### src/rtl/smc_defines.svh
// Offsets, field positions, reset values and wake timing of the sleep controller.
// Assumes inclusion by bare name; definitions only.
`ifndef SMC_DEFINES_SVH
`define SMC_DEFINES_SVH
`define SMC_ADDR_W          6
`define SMC_CTRL_ADDR       6'h33
`define SMC_CTRL_RESET      8'h00
`define SMC_SE_BIT          0
`define SMC_SM_LSB          1
`define SMC_SM_MSB          3
`define SMC_MODE_IDLE       3'h0
`define SMC_MODE_QUIET      3'h1
`define SMC_MODE_PDOWN      3'h2
`define SMC_MODE_PSAVE      3'h3
`define SMC_MODE_STANDBY    3'h6
`define SMC_HALT_CYCLES     16'h0004
`define SMC_STANDBY_CYCLES  16'h0006
`endif

### src/rtl/smc_pkg.sv
// Types shared by the sleep controller.
// Assumes smc_defines.svh is available on the include path.
package smc_pkg;
  typedef enum logic [2:0] {
    SMC_IDLE,
    SMC_QUIET,
    SMC_PDOWN,
    SMC_PSAVE,
    SMC_STANDBY,
    SMC_NONE
  } smc_mode_t;

  typedef enum logic [1:0] {
    SMC_RUN,
    SMC_ASLEEP,
    SMC_START,
    SMC_HALT
  } smc_state_t;
endpackage

### src/rtl/smc_sleep_ctrl.sv
// Sleep-mode controller: control register, clock domain gating and wake sequencing.
// Assumes wake sources from peripherals are on i_clk; the two pin inputs are asynchronous.
// Functional notes
// Sleep starts only when sleep enable is set at the sleep instruction.
// After wake, CPU halts four cycles beyond start-up, then runs the handler.
// Register file and memory contents stay untouched across sleep and wake.
// Reset during sleep wakes device and restarts at the reset vector.
// Mode 000 Idle stops only CPU and flash clocks.
// In Idle any enabled interrupt wakes the device.
// Entering Idle or conversion quiet mode starts a conversion if converter enabled.
// Mode 001 quiet mode stops I/O, CPU and flash clocks.
// Quiet mode wakes only from its listed converter, serial, timer and pin sources.
// In quiet mode timer and display wake only when running asynchronously.
// Mode 010 Power-down stops main oscillator and all generated clocks. Here the main oscillator keeps running while i_osc_forced_on is set.
// Power-down wakes only from reset, serial start, level interrupt zero, pin change.
// Outside Idle, external interrupt zero wakes only as a level interrupt.
// A level wake source must hold its level long enough to be seen.
// Power-down wake waits the start-up delay chosen by the clock source fuses.
// Mode 011 Power-save is Power-down plus the running asynchronous timer.
// Power-save timer wake needs its interrupt enable and global enable.
// Synchronous clock kept in Power-save reaches only the asynchronous timer.
// Software uses Power-down instead of Power-save when the timer is off.
// Mode 110 Standby is Power-down with the main oscillator running.
// Wake-up from Standby completes in six clock cycles.
// A reserved mode value makes the sleep instruction do nothing.
// Clock gating enables change only while the gated clocks are low.
//
// Chosen here: the address-and-strobe port and the register offsets.
`timescale 1ns/1ps
`default_nettype none
`include "smc_defines.svh"

module smc_sleep_ctrl
  import smc_pkg::*;
#(
  parameter int CNT_W = 16
) (
  input  wire logic                  i_clk,
  input  wire logic                  i_rst,
  input  wire logic [`SMC_ADDR_W-1:0] i_addr,
  input  wire logic [7:0]            i_wdata,
  input  wire logic                  i_wr,
  input  wire logic                  i_rd,
  output logic      [7:0]            o_rdata,
  input  wire logic                  i_sleep_instr,
  input  wire logic [CNT_W-1:0]      i_startup_cycles,
  input  wire logic                  i_reset_req,
  input  wire logic                  i_external_interrupt_zero_pin_n,
  input  wire logic                  i_external_interrupt_zero_level_mode,
  input  wire logic                  i_external_interrupt_zero_en,
  input  wire logic                  i_pin_change,
  input  wire logic                  i_global_ie,
  input  wire logic                  i_other_irq,
  input  wire logic                  i_adc_enable,
  input  wire logic                  i_adc_done_irq,
  input  wire logic                  i_usi_start_irq,
  input  wire logic                  i_spm_ready_irq,
  input  wire logic                  i_lcd_irq,
  input  wire logic                  i_lcd_async,
  input  wire logic                  i_timer2_enabled,
  input  wire logic                  i_timer2_async,
  input  wire logic                  i_timer2_ovf,
  input  wire logic                  i_timer2_cmp,
  input  wire logic                  i_timer2_ovf_en,
  input  wire logic                  i_timer2_cmp_en,
  input  wire logic                  i_osc_forced_on,
  output logic                       o_cpu_clk_en,
  output logic                       o_flash_clk_en,
  output logic                       o_io_clk_en,
  output logic                       o_adc_clk_en,
  output logic                       o_asy_clk_en,
  output logic                       o_main_osc_en,
  output logic                       o_timer_osc_en,
  output logic                       o_timer2_clk_en,
  output logic                       o_adc_start,
  output logic                       o_wake_irq,
  output logic                       o_wake_reset,
  output logic                       o_sleeping
);

  // Pin inputs cross into i_clk through two flops each
  logic [1:0] external_interrupt_zero_sync_r;
  logic [1:0] pcint_sync_r;
  logic [1:0] external_interrupt_zero_sync_nxt;
  logic [1:0] pcint_sync_nxt;

  function automatic smc_mode_t decode_mode(input logic [2:0] sel);
    case (sel)
      `SMC_MODE_IDLE:    decode_mode = SMC_IDLE;
      `SMC_MODE_QUIET:   decode_mode = SMC_QUIET;
      `SMC_MODE_PDOWN:   decode_mode = SMC_PDOWN;
      `SMC_MODE_PSAVE:   decode_mode = SMC_PSAVE;
      `SMC_MODE_STANDBY: decode_mode = SMC_STANDBY;
      default:           decode_mode = SMC_NONE;
    endcase
  endfunction

  logic [7:0]       ctrl_r;
  logic [7:0]       ctrl_nxt;
  logic [7:0]       rdata_r;
  logic [7:0]       rdata_nxt;
  smc_state_t       state_r;
  smc_state_t       state_nxt;
  smc_mode_t        mode_r;
  smc_mode_t        mode_nxt;
  logic [CNT_W-1:0] cnt_r;
  logic [CNT_W-1:0] cnt_nxt;
  logic             adc_start_r;
  logic             adc_start_nxt;
  logic             wake_irq_r;
  logic             wake_irq_nxt;
  logic             wake_rst_r;
  logic             wake_rst_nxt;
  logic [7:0]       gate_r;
  logic [7:0]       gate_nxt;
  logic             sleeping_r;
  logic             sleeping_nxt;
  logic             external_interrupt_zero_lvl;
  logic             t2_wake;
  logic             wake_ok;
  smc_mode_t        sel_mode;

  assign sel_mode = decode_mode(ctrl_r[`SMC_SM_MSB:`SMC_SM_LSB]);
  assign external_interrupt_zero_lvl = i_external_interrupt_zero_en & ~external_interrupt_zero_sync_r[1];
  assign t2_wake  = i_global_ie & ((i_timer2_ovf & i_timer2_ovf_en) | (i_timer2_cmp & i_timer2_cmp_en));

  always_comb begin
    external_interrupt_zero_sync_nxt  = {external_interrupt_zero_sync_r[0], i_external_interrupt_zero_pin_n};
    pcint_sync_nxt = {pcint_sync_r[0], i_pin_change};
  end

  always_ff @(posedge i_clk) begin
    if (i_rst) begin
      external_interrupt_zero_sync_r  <= 2'h3;
      pcint_sync_r <= 2'h0;
    end else begin
      external_interrupt_zero_sync_r  <= external_interrupt_zero_sync_nxt;
      pcint_sync_r <= pcint_sync_nxt;
    end
  end

  // Wake sources allowed per mode
  always_comb begin
    wake_ok = 1'b0;
    case (mode_r)
      SMC_IDLE:  wake_ok = i_other_irq | external_interrupt_zero_lvl | pcint_sync_r[1] | i_usi_start_irq | i_lcd_irq | t2_wake
                         | i_spm_ready_irq | i_adc_done_irq;
      SMC_QUIET: wake_ok = i_adc_done_irq | i_usi_start_irq | i_spm_ready_irq | pcint_sync_r[1]
                         | (external_interrupt_zero_lvl & i_external_interrupt_zero_level_mode)
                         | (t2_wake & i_timer2_async) | (i_lcd_irq & i_lcd_async);
      SMC_PDOWN, SMC_STANDBY: wake_ok = i_usi_start_irq | pcint_sync_r[1] | (external_interrupt_zero_lvl & i_external_interrupt_zero_level_mode);
      SMC_PSAVE: wake_ok = i_usi_start_irq | pcint_sync_r[1] | (external_interrupt_zero_lvl & i_external_interrupt_zero_level_mode)
                         | (t2_wake & i_timer2_enabled) | (i_lcd_irq & i_lcd_async);
      default: wake_ok = 1'b0;
    endcase
  end

  // Register port, sequencer and pulses
  always_comb begin
    ctrl_nxt      = ctrl_r;
    rdata_nxt     = 8'h00;
    state_nxt     = state_r;
    mode_nxt      = mode_r;
    cnt_nxt       = cnt_r;
    adc_start_nxt = 1'b0;
    wake_irq_nxt  = 1'b0;
    wake_rst_nxt  = 1'b0;
    if (i_wr && i_addr == `SMC_CTRL_ADDR) begin
      ctrl_nxt = {4'h0, i_wdata[`SMC_SM_MSB:`SMC_SM_LSB], i_wdata[`SMC_SE_BIT]};
    end
    if (i_rd && i_addr == `SMC_CTRL_ADDR) begin
      rdata_nxt = ctrl_r;
    end
    case (state_r)
      SMC_RUN: begin
        if (i_sleep_instr && ctrl_r[`SMC_SE_BIT] && sel_mode != SMC_NONE) begin
          state_nxt     = SMC_ASLEEP;
          mode_nxt      = sel_mode;
          adc_start_nxt = i_adc_enable && (sel_mode == SMC_IDLE || sel_mode == SMC_QUIET);
        end
      end
      SMC_ASLEEP: begin
        if (wake_ok) begin
          state_nxt = SMC_START;
          case (mode_r)
            SMC_PDOWN, SMC_PSAVE: cnt_nxt = i_startup_cycles;
            SMC_STANDBY:          cnt_nxt = CNT_W'(`SMC_STANDBY_CYCLES);
            default:              cnt_nxt = '0;
          endcase
        end
      end
      SMC_START: begin
        if (cnt_r <= CNT_W'(1)) begin
          state_nxt = SMC_HALT;
          cnt_nxt   = CNT_W'(`SMC_HALT_CYCLES);
        end else begin
          cnt_nxt = cnt_r - CNT_W'(1);
        end
      end
      SMC_HALT: begin
        if (cnt_r <= CNT_W'(1)) begin
          state_nxt    = SMC_RUN;
          wake_irq_nxt = 1'b1;
          cnt_nxt      = '0;
        end else begin
          cnt_nxt = cnt_r - CNT_W'(1);
        end
      end
      default: state_nxt = SMC_RUN;
    endcase
    // Reset request overrides any wake sequence in progress
    if (i_reset_req && state_r != SMC_RUN) begin
      state_nxt    = SMC_RUN;
      wake_irq_nxt = 1'b0;
      wake_rst_nxt = 1'b1;
      cnt_nxt      = '0;
    end
  end

  // Gate vector, bit 7 down: timer osc, main osc, io, adc, asy, flash, cpu, timer2 clock.
  // Follows the next state so enables switch with it; no state is cleared, memory is kept.
  always_comb begin
    gate_nxt     = 8'hff;
    sleeping_nxt = (state_nxt != SMC_RUN);
    if (state_nxt == SMC_ASLEEP || state_nxt == SMC_START) begin
      case (mode_nxt)
        SMC_IDLE:    gate_nxt = {i_timer2_async | i_lcd_async, 7'h79};
        SMC_QUIET:   gate_nxt = {i_timer2_async | i_lcd_async, 7'h58};
        SMC_PSAVE:   gate_nxt = {i_timer2_enabled & i_timer2_async, i_osc_forced_on, 6'h08}
                              | {7'h00, i_osc_forced_on & i_timer2_enabled & ~i_timer2_async};
        SMC_STANDBY: gate_nxt = 8'h40;
        default:     gate_nxt = {1'b0, i_osc_forced_on, 6'h00};
      endcase
      // Oscillator must run while the start-up delay counts
      gate_nxt[6] = gate_nxt[6] | (state_nxt == SMC_START);
    end else if (state_nxt == SMC_HALT) begin
      gate_nxt = 8'h7d;
    end
  end

  always_ff @(posedge i_clk) begin
    if (i_rst) begin
      ctrl_r      <= `SMC_CTRL_RESET;
      rdata_r     <= 8'h00;
      state_r     <= SMC_RUN;
      mode_r      <= SMC_IDLE;
      cnt_r       <= '0;
      adc_start_r <= 1'b0;
      wake_irq_r  <= 1'b0;
      wake_rst_r  <= 1'b0;
      gate_r      <= 8'hff;
      sleeping_r  <= 1'b0;
    end else begin
      ctrl_r      <= ctrl_nxt;
      rdata_r     <= rdata_nxt;
      state_r     <= state_nxt;
      mode_r      <= mode_nxt;
      cnt_r       <= cnt_nxt;
      adc_start_r <= adc_start_nxt;
      wake_irq_r  <= wake_irq_nxt;
      wake_rst_r  <= wake_rst_nxt;
      // Enables change just after the rising edge; the gate cells latch them in the low phase
      gate_r      <= gate_nxt;
      sleeping_r  <= sleeping_nxt;
    end
  end

  assign o_rdata         = rdata_r;
  assign o_timer_osc_en  = gate_r[7];
  assign o_main_osc_en   = gate_r[6];
  assign o_io_clk_en     = gate_r[5];
  assign o_adc_clk_en    = gate_r[4];
  assign o_asy_clk_en    = gate_r[3];
  assign o_flash_clk_en  = gate_r[2];
  assign o_cpu_clk_en    = gate_r[1];
  assign o_timer2_clk_en = gate_r[0];
  assign o_adc_start     = adc_start_r;
  assign o_wake_irq      = wake_irq_r;
  assign o_wake_reset    = wake_rst_r;
  assign o_sleeping      = sleeping_r;

  // Checks
  int unsigned halt_len;
  always_ff @(posedge i_clk) begin
    if (i_rst || state_r != SMC_HALT) begin
      halt_len <= 0;
    end else begin
      halt_len <= halt_len + 1;
    end
  end

  property p_no_sleep_without_enable;
    @(posedge i_clk) disable iff (i_rst)
      (state_r == SMC_RUN && i_sleep_instr && !ctrl_r[`SMC_SE_BIT]) |=> state_r == SMC_RUN;
  endproperty
  a_no_sleep_without_enable: assert property (p_no_sleep_without_enable) else $error("slept without enable");

  property p_reserved_mode;
    @(posedge i_clk) disable iff (i_rst)
      (state_r == SMC_RUN && sel_mode == SMC_NONE) |=> state_r == SMC_RUN;
  endproperty
  a_reserved_mode: assert property (p_reserved_mode) else $error("reserved mode entered sleep");

  property p_halt_four;
    @(posedge i_clk) disable iff (i_rst)
      ($rose(state_r == SMC_HALT) && !i_reset_req) ##1 (!i_reset_req)[*3] |-> ##1 (state_r == SMC_RUN && wake_irq_r);
  endproperty
  a_halt_four: assert property (p_halt_four) else $error("halt not four cycles");

  property p_halt_bound;
    @(posedge i_clk) disable iff (i_rst) halt_len <= 4;
  endproperty
  a_halt_bound: assert property (p_halt_bound) else $error("halt too long");

  property p_reset_wake;
    @(posedge i_clk) disable iff (i_rst)
      (state_r != SMC_RUN && i_reset_req) |=> (wake_rst_r && state_r == SMC_RUN && !wake_irq_r);
  endproperty
  a_reset_wake: assert property (p_reset_wake) else $error("reset did not wake");

  property p_idle_clocks;
    @(posedge i_clk) disable iff (i_rst)
      (state_r == SMC_ASLEEP && $past(state_r) == SMC_ASLEEP && mode_r == SMC_IDLE)
        |-> (!o_cpu_clk_en && !o_flash_clk_en && o_io_clk_en && o_adc_clk_en && o_main_osc_en);
  endproperty
  a_idle_clocks: assert property (p_idle_clocks) else $error("idle gating wrong");

  property p_quiet_clocks;
    @(posedge i_clk) disable iff (i_rst)
      (state_r == SMC_ASLEEP && $past(state_r) == SMC_ASLEEP && mode_r == SMC_QUIET)
        |-> (!o_io_clk_en && o_adc_clk_en && o_asy_clk_en);
  endproperty
  a_quiet_clocks: assert property (p_quiet_clocks) else $error("quiet gating wrong");

  property p_pdown_osc_off;
    @(posedge i_clk) disable iff (i_rst)
      (state_r == SMC_ASLEEP && $past(state_r) == SMC_ASLEEP && mode_r == SMC_PDOWN && !i_osc_forced_on)
        |-> (!o_main_osc_en && !o_io_clk_en && !o_adc_clk_en && !o_asy_clk_en);
  endproperty
  a_pdown_osc_off: assert property (p_pdown_osc_off) else $error("power-down clocks running");

  property p_pdown_edge_external_interrupt_zero;
    @(posedge i_clk) disable iff (i_rst)
      (state_r == SMC_ASLEEP && mode_r == SMC_PDOWN && !i_external_interrupt_zero_level_mode && !i_usi_start_irq
       && !pcint_sync_r[1] && !i_reset_req) |=> state_r == SMC_ASLEEP;
  endproperty
  a_pdown_edge_external_interrupt_zero: assert property (p_pdown_edge_external_interrupt_zero) else $error("edge external_interrupt_zero woke power-down");

  property p_standby_six;
    @(posedge i_clk) disable iff (i_rst)
      (state_r == SMC_ASLEEP && mode_r == SMC_STANDBY && wake_ok && !i_reset_req)
        ##1 (!i_reset_req)[*6] |=> state_r == SMC_HALT;
  endproperty
  a_standby_six: assert property (p_standby_six) else $error("standby start-up not six");

  property p_adc_start;
    @(posedge i_clk) disable iff (i_rst)
      (state_r == SMC_RUN && i_sleep_instr && ctrl_r[`SMC_SE_BIT] && i_adc_enable && sel_mode == SMC_IDLE)
        |=> o_adc_start;
  endproperty
  a_adc_start: assert property (p_adc_start) else $error("no conversion start");

  c_idle_wake:    cover property (@(posedge i_clk) disable iff (i_rst) mode_r == SMC_IDLE && wake_irq_r);
  c_pdown_wake:   cover property (@(posedge i_clk) disable iff (i_rst) mode_r == SMC_PDOWN && wake_irq_r);
  c_psave_t2:     cover property (@(posedge i_clk) disable iff (i_rst) state_r == SMC_ASLEEP && mode_r == SMC_PSAVE && t2_wake);
  c_reset_wake:   cover property (@(posedge i_clk) disable iff (i_rst) wake_rst_r);

endmodule
`default_nettype wire

### config.mk
export PLATFORM = sky130hd
export DESIGN_NAME = smc_sleep_ctrl
export DESIGN_NICKNAME = d
export VERILOG_FILES = /design/src/rtl/smc_pkg.sv /design/src/rtl/smc_sleep_ctrl.sv
export VERILOG_INCLUDE_DIRS = /design/src /design/src/rtl
export SDC_FILE = /design/constraint.sdc
export NUM_CORES = 1
export LEC_CHECK = 0
export BUFFER_PORTS_ARGS = -buffer_cell sky130_fd_sc_hd__clkbuf_2
export CORE_UTILIZATION = 40
export CTS_CLUSTER_DIAMETER = 80
export DETAILED_ROUTE_END_ITERATION = 10
export GPL_TIMING_DRIVEN = 0
export HOLD_SLACK_MARGIN = 0.1
export SETUP_SLACK_MARGIN = 0.3
export SLEW_MARGIN = 20
export SYNTH_ARGS = -nofsm -noshare
export SYNTH_HDL_FRONTEND = slang
export SYNTH_SLANG_ARGS = --single-unit
### constraint.sdc
create_clock -name i_clk -period 5 [get_ports i_clk]
set_input_delay 0.5 -clock i_clk [delete_from_list [all_inputs] [get_ports i_clk]]
set_output_delay 0.5 -clock i_clk [all_outputs]
set_load 0.01 [all_outputs]
==> qor_table.md, run 1 <==
| Group | Quantity | Value |
|---|---|---|
| yosys | Flip-flop and latch count after synthesis | 45 |
| min path | Hold crit path type | in -> reg |
| detailed routing | Via/cell ratio | 5.39 |
| pwr | Sequential power share | 52.1% |
| placed design | DP HPWL | 5030 um |
| yosys | Post-synth EDFFs | 0 |
| floorplanning | Top Ports | 75 |
| floorplanning | Rows | 28 |
| pwr | Static leakage | 1.30 nW |
| run status | Status | finished clean |
| layout | Register Area | 901 um2 |
| floorplanning | Effective utilization at floorplan | 41.9% |
| yosys | Synthesized-area fraction occupied by ao, oa, aoi and oai cells | 19.5% |
| yosys | Sequential area share after synthesis | 35.9% |
| yosys | Synth Flop Type | sky130_fd_sc_hd__dfxtp_1 |
| yosys | Cell count after synthesis | 299 |
| yosys | Largest family of logic cells by synthesized area | simple AND/OR/NAND/NOR gates |
| sta | Shortest clock period the worst path allows after layout | 3.08 ns |
| layout | Most common library cell in the layout ignoring fill and taps | sky130_fd_sc_hd__clkbuf_2 |
| job | Max_cap viols | 0 |
| sta | Tightest Pin Transition | 0.673 ns |
| layout | Total Nets Final | 436 |
| setup path | Sum of buffers and inverters on the critical path | 3 |
| pwr | Psw | 0.160 mW |
| setup path | Family of cells with the greatest summed delay on the critical path | compound AO/OA/AOI/OAI gates |
| sta | Max frequency | 0.325 GHz |
| grt | Vias in the first global route | 2109 |
| detailed routing | Initial detailed-routing violation count | 196 |
| floorplanning | DIE HEIGHT | 81.2 um |
| layout | Commonest cells after routing, fill and taps aside | 66 x sky130_fd_sc_hd__clkbuf_2, 45 x sky130_fd_sc_hd__dfxtp_1, 35 x sky130_fd_sc_hd__nor2_1 |
| sta | Final number of max-transition violations | 0 |
| floorplanning | DIE WIDTH | 81.2 um |
| layout | Filler cells | 598 |
| clocking | Clock buffer depth | 2 |
| clocking | Clock tree root driver cell | sky130_fd_sc_hd__clkbuf_8 |
| pwr | Proportion of power drawn by combinational gates | 6.6% |
| sta | Worst setup skew after layout | 0.00653 ns |
| placed design | Buffers added on ports | 66 |
| yosys | Library cell occupying the most area in the post-synthesis netlist | sky130_fd_sc_hd__dfxtp_1 |
| pwr | Peak supply drop | 90.7 uV |
| layout | Antenna diode count | 0 |
| yosys | Share of synthesized area spent on multiplexers | 2.00% |
| grt | Number of antenna violations at the first check in global routing | 0 |
| pwr | Switching power as a share of total power | 23.2% |
| detailed routing | Final wirelength | 6620 um |
| clocking | Clock slew at reported path FFs | 0.09 ns |
| setup path | Largest incremental delay on the critical path | 0.53 ns |
| yosys | Synth top area share | 35.9% |
| clocking | CTS H-tree lvls | 2 |
| floorplanning | Area of the core | 5990 um2 |
| grt | Overall global routing resource usage | 21.3% |
| clocking | CTS-repair resized insts | 0 |
| yosys | Syn avg cell area | 8.39 um2 |
| grt | Maximum number of pins on one net before global-route repair | 16 |
| setup path | Ordered list of cells on the worst path | inv_1 -> ha_1 -> o21ai_0 -> o21a_1 -> buf_6 -> xnor2_1 -> o21ai_0 -> ha_1 -> nor2b_1 -> inv_1 -> nor2_1 -> a211oi_1 |
| placed design | Final weighted congestion of routability-driven global placement | 0.910 |
| detailed routing | DR vias | 2432 |
| setup path | Startpoint types | flop |
| sta | Hold slack final | 0.367 ns |
| layout | Multi-input gate area | 1480 um2 |
| setup path | Worst-path maximum fanout | 10 |
| yosys | Area share of fa/ha/maj cells after synthesis | 2.99% |
| detailed routing | Average wire per standard cell | 14.7 um |
| sta | Setup TNS | 0 ns |
| setup path | Endpoint class of the critical path | flop |
| yosys | Share of synthesized cell area in and, or, nand and nor gates | 31.3% |
| yosys | Proportion of synthesized flip-flops having asynchronous set or reset | 0% |
| yosys | Main area contributors after synthesis | sky130_fd_sc_hd__dfxtp_1 36%, sky130_fd_sc_hd__nor2_1 5.2%, sky130_fd_sc_hd__nand2_1 4.3% |
| floorplanning | Die area | 6590 um2 |
| yosys | Synthesis Warnings | 0 |
| detailed routing | Count of TritonRoute iterations in the first routing pass | 5 |
| setup path | Arrival time reported for the critical path endpoint | 3.27 ns |
| setup path | Critical path required time | 5.19 ns |
| setup path | Crit path max-delay cell type | sky130_fd_sc_hd__dfxtp_1 |
| clocking | TritonCTS clock tree | done |
| pwr | Clk pwr share | 41.3% |
| detailed routing | DRT antenna net count | 0 |
| clocking | Number of CTS-inserted buffers | 5 |
| sta | Relative slew slack | 55.0% |
| sta | Total count of hold-check failures in the final report | 0 |
| layout | Layout overhead on the synthesized area | 21.9% |
| clocking | Post-CTS Hold Fix Bufs | 0 |
| sta | Final count of negative-setup-slack endpoints | 0 |
| sta | RSZ-0062 raised after global routing | false |
| pwr | Pint | 0.532 mW |
| yosys | Parity-gate share of the synthesized area counting xor and xnor cells | 2.79% |
| grt | Global-route wire length before repair | 10400 um |
| yosys | Library cells used by synthesis | 63 |
| detailed routing | DRC violations left | 0 |
| pwr | Pwr/cell area | 226 nW/um2 |
| clocking | Clock latency on the worst-skew pair | 0.31 ns |
| setup path | Crit Path Class | reg -> reg |
| grt | Global-route congestion overflow total | 0 |
| yosys | Total standard cell area after synthesis | 2510 um2 |
| layout | Fraction of layout instances using a drive strength above 1 | 27.7% |
| clocking | Number of post-CTS setup repair buffers | 0 |
| layout | Core occupancy in the finished layout | 51.1% |
| clocking | Total number of clock tree sinks | 45 |
| sta | Final cycle utilization of the critical path | 61.6% |
## layer usage
metal	up-vias	global-route usage (%)	wire, um
met3	7	3.48	408
met2	83	31.0	2860
met5	-	0	0
met4	0	8.21	78
li1	1238	-	-
met1	1104	30.9	3270
## path summary, 6_finish.rpt
check             depth (start not counted)                           endpoint                         startpoint  slack [ns]
setup / recovery                         12                          gate_r[7]                           cnt_r[0]        1.92
hold / removal                            2  external_interrupt_zero_sync_r[0]    i_external_interrupt_zero_pin_n        0.37
setup reg to reg                         12                          gate_r[7]                           cnt_r[0]        1.92
hold reg to reg                           1  external_interrupt_zero_sync_r[1]  external_interrupt_zero_sync_r[0]        0.43
## logic make-up after synthesis
logic type | after synthesis
other | 1
buffers and inverters | 25
adder cells (fa/ha/maj) | 6
flip-flops | 45
XOR/XNOR | 8
AO/OA/AOI/OAI | 69
AND/OR/NAND/NOR | 140
multiplexers | 5
## metrics by stage
| stage | instance area, um2 | setup WS, ns | total power, mW | std cells |
|---|---|---|---|---|
| after detailed placement | 2940 | 1.90 | 0.415 | 443 |
| after global routing | 3060 | 1.55 | 0.718 | 451 |
| final | 3060 | 1.92 | 0.693 | 451 |
| after floorplan | 2520 | 2.37 | 0.388 | 302 |
| after CTS | 3060 | 1.90 | 0.700 | 451 |
| after global placement | 2940 | 1.91 | 0.415 | 443 |
## power groups by stage
stage | Clock (mW) | Sequential (mW) | Combinational [mW]
floorplan | 0 | 0.369 | 0.0189
global placement | 0 | 0.369 | 0.0454
detailed placement | 0 | 0.369 | 0.0455
CTS | 0.294 | 0.361 | 0.0457
global route | 0.306 | 0.361 | 0.0506
finish | 0.286 | 0.361 | 0.0456
## cells in the mapped netlist (7+ instances only)
| cell type | n |
|---|---|
| sky130_fd_sc_hd__dfxtp_1 | 45 |
| sky130_fd_sc_hd__a211oi_1 | 8 |
| sky130_fd_sc_hd__nand3_1 | 9 |
| sky130_fd_sc_hd__nor2_1 | 35 |
| sky130_fd_sc_hd__a22oi_1 | 7 |
| sky130_fd_sc_hd__nor2b_1 | 8 |
| sky130_fd_sc_hd__nand2_1 | 29 |
| sky130_fd_sc_hd__and2_1 | 7 |
| sky130_fd_sc_hd__o21ai_0 | 17 |
| sky130_fd_sc_hd__nor3_1 | 13 |
| sky130_fd_sc_hd__inv_1 | 9 |
## sequential cells by signal, summed over array words and instances (netlist names)
name,cells
state_r,2
mode_r,3
gate_r,8
pcint_sync_r,2
o_adc_start,1
o_wake_reset,1
cnt_r,16
o_wake_irq,1
o_sleeping,1
ctrl_r,4
o_rdata,4
external_interrupt_zero_sync_r,2
## cell type report
cell class / instances / share of cell area, %
Multi-Input combinational cell: 232 / 48.5
Sequential cell: 45 / 29.4
Timing Repair Buffer: 66 / 10.8
Buffer: 16 / 3.31
Tap cell: 75 / 3.07
Clock buffer: 5 / 2.25
Clock inverter: 3 / 1.51
Inverter: 9 / 1.10
(Power assumes the default switching activity.)
==> run 2: changes to the inputs <==
ABC_AREA = 1   (was unset)
clock period = 2.89 ns   (was 5 ns; I/O delays follow)
==> qor_table.md, run 2 <==
| Group | Quantity | Value | Delta |
|---|---|---|---|
| detailed routing | Via/cell ratio | 4.64 | -14% |
| run status | Status | finished clean |  |
| floorplanning | Rows | 29 | +3.6% |
| pwr | Peak supply drop | 211 uV | +130% |
| sta | Max frequency | 0.413 GHz | +27% |
| floorplanning | DIE WIDTH | 83.4 um | +2.7% |
| yosys | Share of synthesized cell area in and, or, nand and nor gates | 45.6% | +14 points |
| layout | Most common library cell in the layout ignoring fill and taps | sky130_fd_sc_hd__nand2_1 |  |
| sta | Final number of max-transition violations | 0 | unchanged |
| floorplanning | Area of the core | 6390 um2 | +6.6% |
| sta | Final count of negative-setup-slack endpoints | 0 | unchanged |
| layout | Total Nets Final | 562 | +29% |
| layout | Fraction of layout instances using a drive strength above 1 | 21.3% | -6.3 points |
| setup path | Endpoint class of the critical path | flop |  |
| yosys | Syn avg cell area | 6.26 um2 | -25% |
| yosys | Main area contributors after synthesis | sky130_fd_sc_hd__dfxtp_1 34%, sky130_fd_sc_hd__nand2_1 17%, sky130_fd_sc_hd__nor2_1 13% |  |
| placed design | Buffers added on ports | 66 | unchanged |
| floorplanning | Top Ports | 75 | unchanged |
| yosys | Synthesized-area fraction occupied by ao, oa, aoi and oai cells | 5.57% | -14 points |
| grt | Met1 track demand over resource in global routing | 25.9% | -5.0 points |
| grt | Met2 track utilization from global routing | 31.7% | +0.74 points |
| yosys | Library cell occupying the most area in the post-synthesis netlist | sky130_fd_sc_hd__dfxtp_1 |  |
| sta | Shortest clock period the worst path allows after layout | 2.42 ns | -0.659 ns |
| min path | Hold Path Origin | i_external_interrupt_zero_pin_n |  |
| sta | Worst setup skew after layout | 0.00441 ns | -0.00212 ns |
| yosys | Area share of fa/ha/maj cells after synthesis | 2.83% | -0.16 points |
| detailed routing | DR vias | 2685 | +10% |
| yosys | Ranking of synthesized cells by instance count | 122 x sky130_fd_sc_hd__nand2_1, 91 x sky130_fd_sc_hd__nor2_1, 46 x sky130_fd_sc_hd__inv_1 |  |
| grt | Vias in the first global route | 2500 | +19% |
| pwr | Pwr/cell area | 376 nW/um2 | +66% |
| grt | Met3 usage | 3.78% | +0.29 points |
| min path | Hold crit path type | in -> reg |  |
| setup path | Launching instance or port of the critical path | cnt_r[0] |  |
| grt | Number of antenna violations at the first check in global routing | 0 | unchanged |
| sta | Tightest Pin Transition | 0.609 ns | -0.0639 ns |
| setup path | Critical path required time | 3.07 ns | -2.12 ns |
| setup path | Crit Path Class | reg -> reg |  |
| setup path | Startpoint types | flop |  |
| pwr | Clk pwr share | 39.3% | -2.0 points |
| grt | Global-route congestion overflow total | 0 | unchanged |
| detailed routing | Final wirelength | 6220 um | -6.1% |
| pwr | Proportion of power drawn by combinational gates | 9.1% | +2.5 points |
| clocking | Clock tree root driver cell | sky130_fd_sc_hd__clkbuf_8 |  |
| grt | Overall global routing resource usage | 19.2% | -2.1 points |
| sta | Relative slew slack | 59.3% | +4.3 points |
| clocking | TritonCTS clock tree | done |  |
| yosys | Share of synthesized area spent on multiplexers | 0% | -2.0 points |
| placed design | Final weighted congestion of routability-driven global placement | 0.853 | -6.3% |
| yosys | Cell count after synthesis | 423 | +41% |
| pwr | Switching power as a share of total power | 23.1% | -0.051 points |
| yosys | Post-synth EDFFs | 0 | unchanged |
| setup path | Arrival time reported for the critical path endpoint | 2.60 ns | -0.67 ns |
| floorplanning | DIE HEIGHT | 83.4 um | +2.7% |
| grt | Global-route wire length before repair | 11000 um | +5.7% |
| clocking | Clock buffer depth | 2 | unchanged |
| clocking | Number of CTS-inserted buffers | 5 | unchanged |
| grt | Maximum number of pins on one net before global-route repair | 15 | -1 |
| layout | Registers with the most flip-flops | cnt_r (16), gate_r (8) |  |
| layout | Register containing the most flip-flops in the final layout | cnt_r |  |
| layout | Layout Cells excl Fill | 579 | +28% |
| floorplanning | Effective utilization at floorplan | 41.5% | -0.40 points |
| clocking | CTS H-tree lvls | 2 | unchanged |
| yosys | Most numerous cell in the Yosys netlist | sky130_fd_sc_hd__nand2_1 |  |
| pwr | Psw | 0.281 mW | +75% |
| layout | Max FFs per register | 16 | unchanged |
| placed design | DP HPWL | 4820 um | -4.2% |
| yosys | Total standard cell area after synthesis | 2650 um2 | +5.6% |
| clocking | Clock latency on the worst-skew pair | 0.29 ns | -0.02 ns |
| layout | Antenna diode count | 0 | unchanged |
| layout | Commonest cells after routing, fill and taps aside | 122 x sky130_fd_sc_hd__nand2_1, 89 x sky130_fd_sc_hd__nor2_1, 66 x sky130_fd_sc_hd__clkbuf_2 |  |
| detailed routing | Initial detailed-routing violation count | 170 | -13% |
| yosys | Proportion of synthesized flip-flops having asynchronous set or reset | 0% | unchanged |
| yosys | Synth Flop Type | sky130_fd_sc_hd__dfxtp_1 |  |
| sta | Total count of hold-check failures in the final report | 0 | unchanged |
| sta | Final cycle utilization of the critical path | 83.8% | +22 points |
| placed design | Placed cell count | 569 | +28% |
| job | Max_cap viols | 0 | unchanged |
| layout | Core occupancy in the finished layout | 50.6% | -0.44 points |
| yosys | Synth top area share | 34.0% | -1.9 points |
| sta | RSZ-0062 raised after global routing | false |  |
| setup path | Source of the worst register-to-register timing path | cnt_r[0] |  |
| yosys | Parity-gate share of the synthesized area counting xor and xnor cells | 1.98% | -0.81 points |
| grt | Most used routing layer in global routing | met2 |  |
| detailed routing | DRC violations left | 0 | unchanged |
| sta | Setup TNS | 0 ns | unchanged |
| layout | Layout overhead on the synthesized area | 22.1% | about the same |
| floorplanning | Die area | 6950 um2 | +5.4% |
| pwr | Pint | 0.935 mW | +76% |
| clocking | Post-CTS Hold Fix Bufs | 0 | unchanged |
| yosys | Largest family of logic cells by synthesized area | simple AND/OR/NAND/NOR gates |  |
| yosys | Library cells used by synthesis | 36 | -43% |
| yosys | Sequential area share after synthesis | 34.0% | -1.9 points |
| pwr | Static leakage | 1.72 nW | +32% |
| yosys | Synthesis Warnings | 0 | unchanged |
| pwr | Sequential power share | 51.6% | -0.5 points |
| detailed routing | Average wire per standard cell | 10.7 um | -27% |
| yosys | Flip-flop and latch count after synthesis | 45 | unchanged |
| setup path | Worst-path maximum fanout | 7 | -3 |
| detailed routing | Count of TritonRoute iterations in the first routing pass | 4 | -1 |
| clocking | Total number of clock tree sinks | 45 | unchanged |
| detailed routing | DRT antenna net count | 0 | unchanged |
| clocking | Clock slew at reported path FFs | 0.09 ns | about the same |
-- run 2: changes by cell type after synthesis, sizes merged, moves of 4 or more --
cell	before	now
nor4	9	1
and2	7	0
a211oi	10	0
inv	9	49
o21ai	20	11
or4	4	0
nand2	30	126
nor2	35	98
nor3	14	3
a22oi	7	0
nand3	10	39
nor2b	8	0
a21oi	7	14
mux2i	5	0
-- run 2: stage by stage --
step	cell area [um2]	setup WS, ns	total power [mW]	hold slack, ns
after CTS	3200	0.305	1.23	0.162
after floorplan	2660	0.654	0.703	0.388
after global routing	3230	0.330	1.27	0.159
after global placement	3090	0.216	0.750	0.391
final	3230	0.469	1.22	0.169
after detailed placement	3090	0.215	0.752	0.395
-- run 2: worst paths after layout --
path / to / slack [ns] / cells past startpoint
hold reg to reg: pcint_sync_r[1] / 0.41 / 2
setup reg to reg: gate_r[6] / 0.47 / 15
hold / removal: external_interrupt_zero_sync_r[0] / 0.17 / 2
setup / recovery: gate_r[6] / 0.47 / 15
-- run 2: kinds of logic after synthesis --
group                    count (synthesis)
AND/OR/NAND/NOR                        278
adder cells (fa/ha/maj)                  6
XOR/XNOR                                 6
buffers and inverters                   60
other                                    1
AO/OA/AOI/OAI                           27
flip-flops                              45
-- run 2: area by class of cell --
class	count	area [um2]
Multi-Input combinational cell	321	1520
Timing Repair Buffer	68	345
Tap cell	77	96.3
Fill cell	679	3150
Inverter	50	190
Clock inverter	2	38.8
Buffer	10	70.1
Sequential cell	45	901
Clock buffer	6	72.6
-- run 2: what timing repair did --
action / 4_1_cts / 5_1_grt
buffers inserted: 0 / 2
resized for setup: 2 / 3
pin swaps: 0 / 2
endpoints found under the setup margin: 3 / 3
-- run 2: worst max-delay path, stage by stage, from the launching register on --
cell                       delay [ns]
sky130_fd_sc_hd__dfxtp_1         0.33
sky130_fd_sc_hd__inv_1           0.13
sky130_fd_sc_hd__ha_2            0.24
sky130_fd_sc_hd__nand3_1         0.11
sky130_fd_sc_hd__nand2_1         0.13
sky130_fd_sc_hd__nand3_4         0.13
sky130_fd_sc_hd__nand2_4         0.13
sky130_fd_sc_hd__xor2_1          0.07
sky130_fd_sc_hd__nand2_1         0.07
sky130_fd_sc_hd__nand2_1         0.13
sky130_fd_sc_hd__ha_1            0.30
sky130_fd_sc_hd__inv_1           0.05
sky130_fd_sc_hd__nor2_2          0.15
sky130_fd_sc_hd__inv_1           0.11
sky130_fd_sc_hd__nor2_4          0.14
sky130_fd_sc_hd__o211ai_1        0.10
-- run 2: layer usage --
layer | share of wire (%) | routed length [um] | vias to the layer above
met1 | 49 | 3060 | 1164
met3 | 4.9 | 302 | 2
met5 | 0 | 0 | -
li1 | - | - | 1458
met4 | 0.48 | 30 | 0
met2 | 45 | 2820 | 61
-- run 2: power groups by stage --
stage / registers [mW] / logic, mW / clock network (mW)
after floorplan: 0.641 / 0.0619 / 0
after global placement: 0.642 / 0.108 / 0
after detailed placement: 0.642 / 0.110 / 0
after CTS: 0.627 / 0.110 / 0.494
after global routing: 0.628 / 0.127 / 0.519
final: 0.627 / 0.111 / 0.478
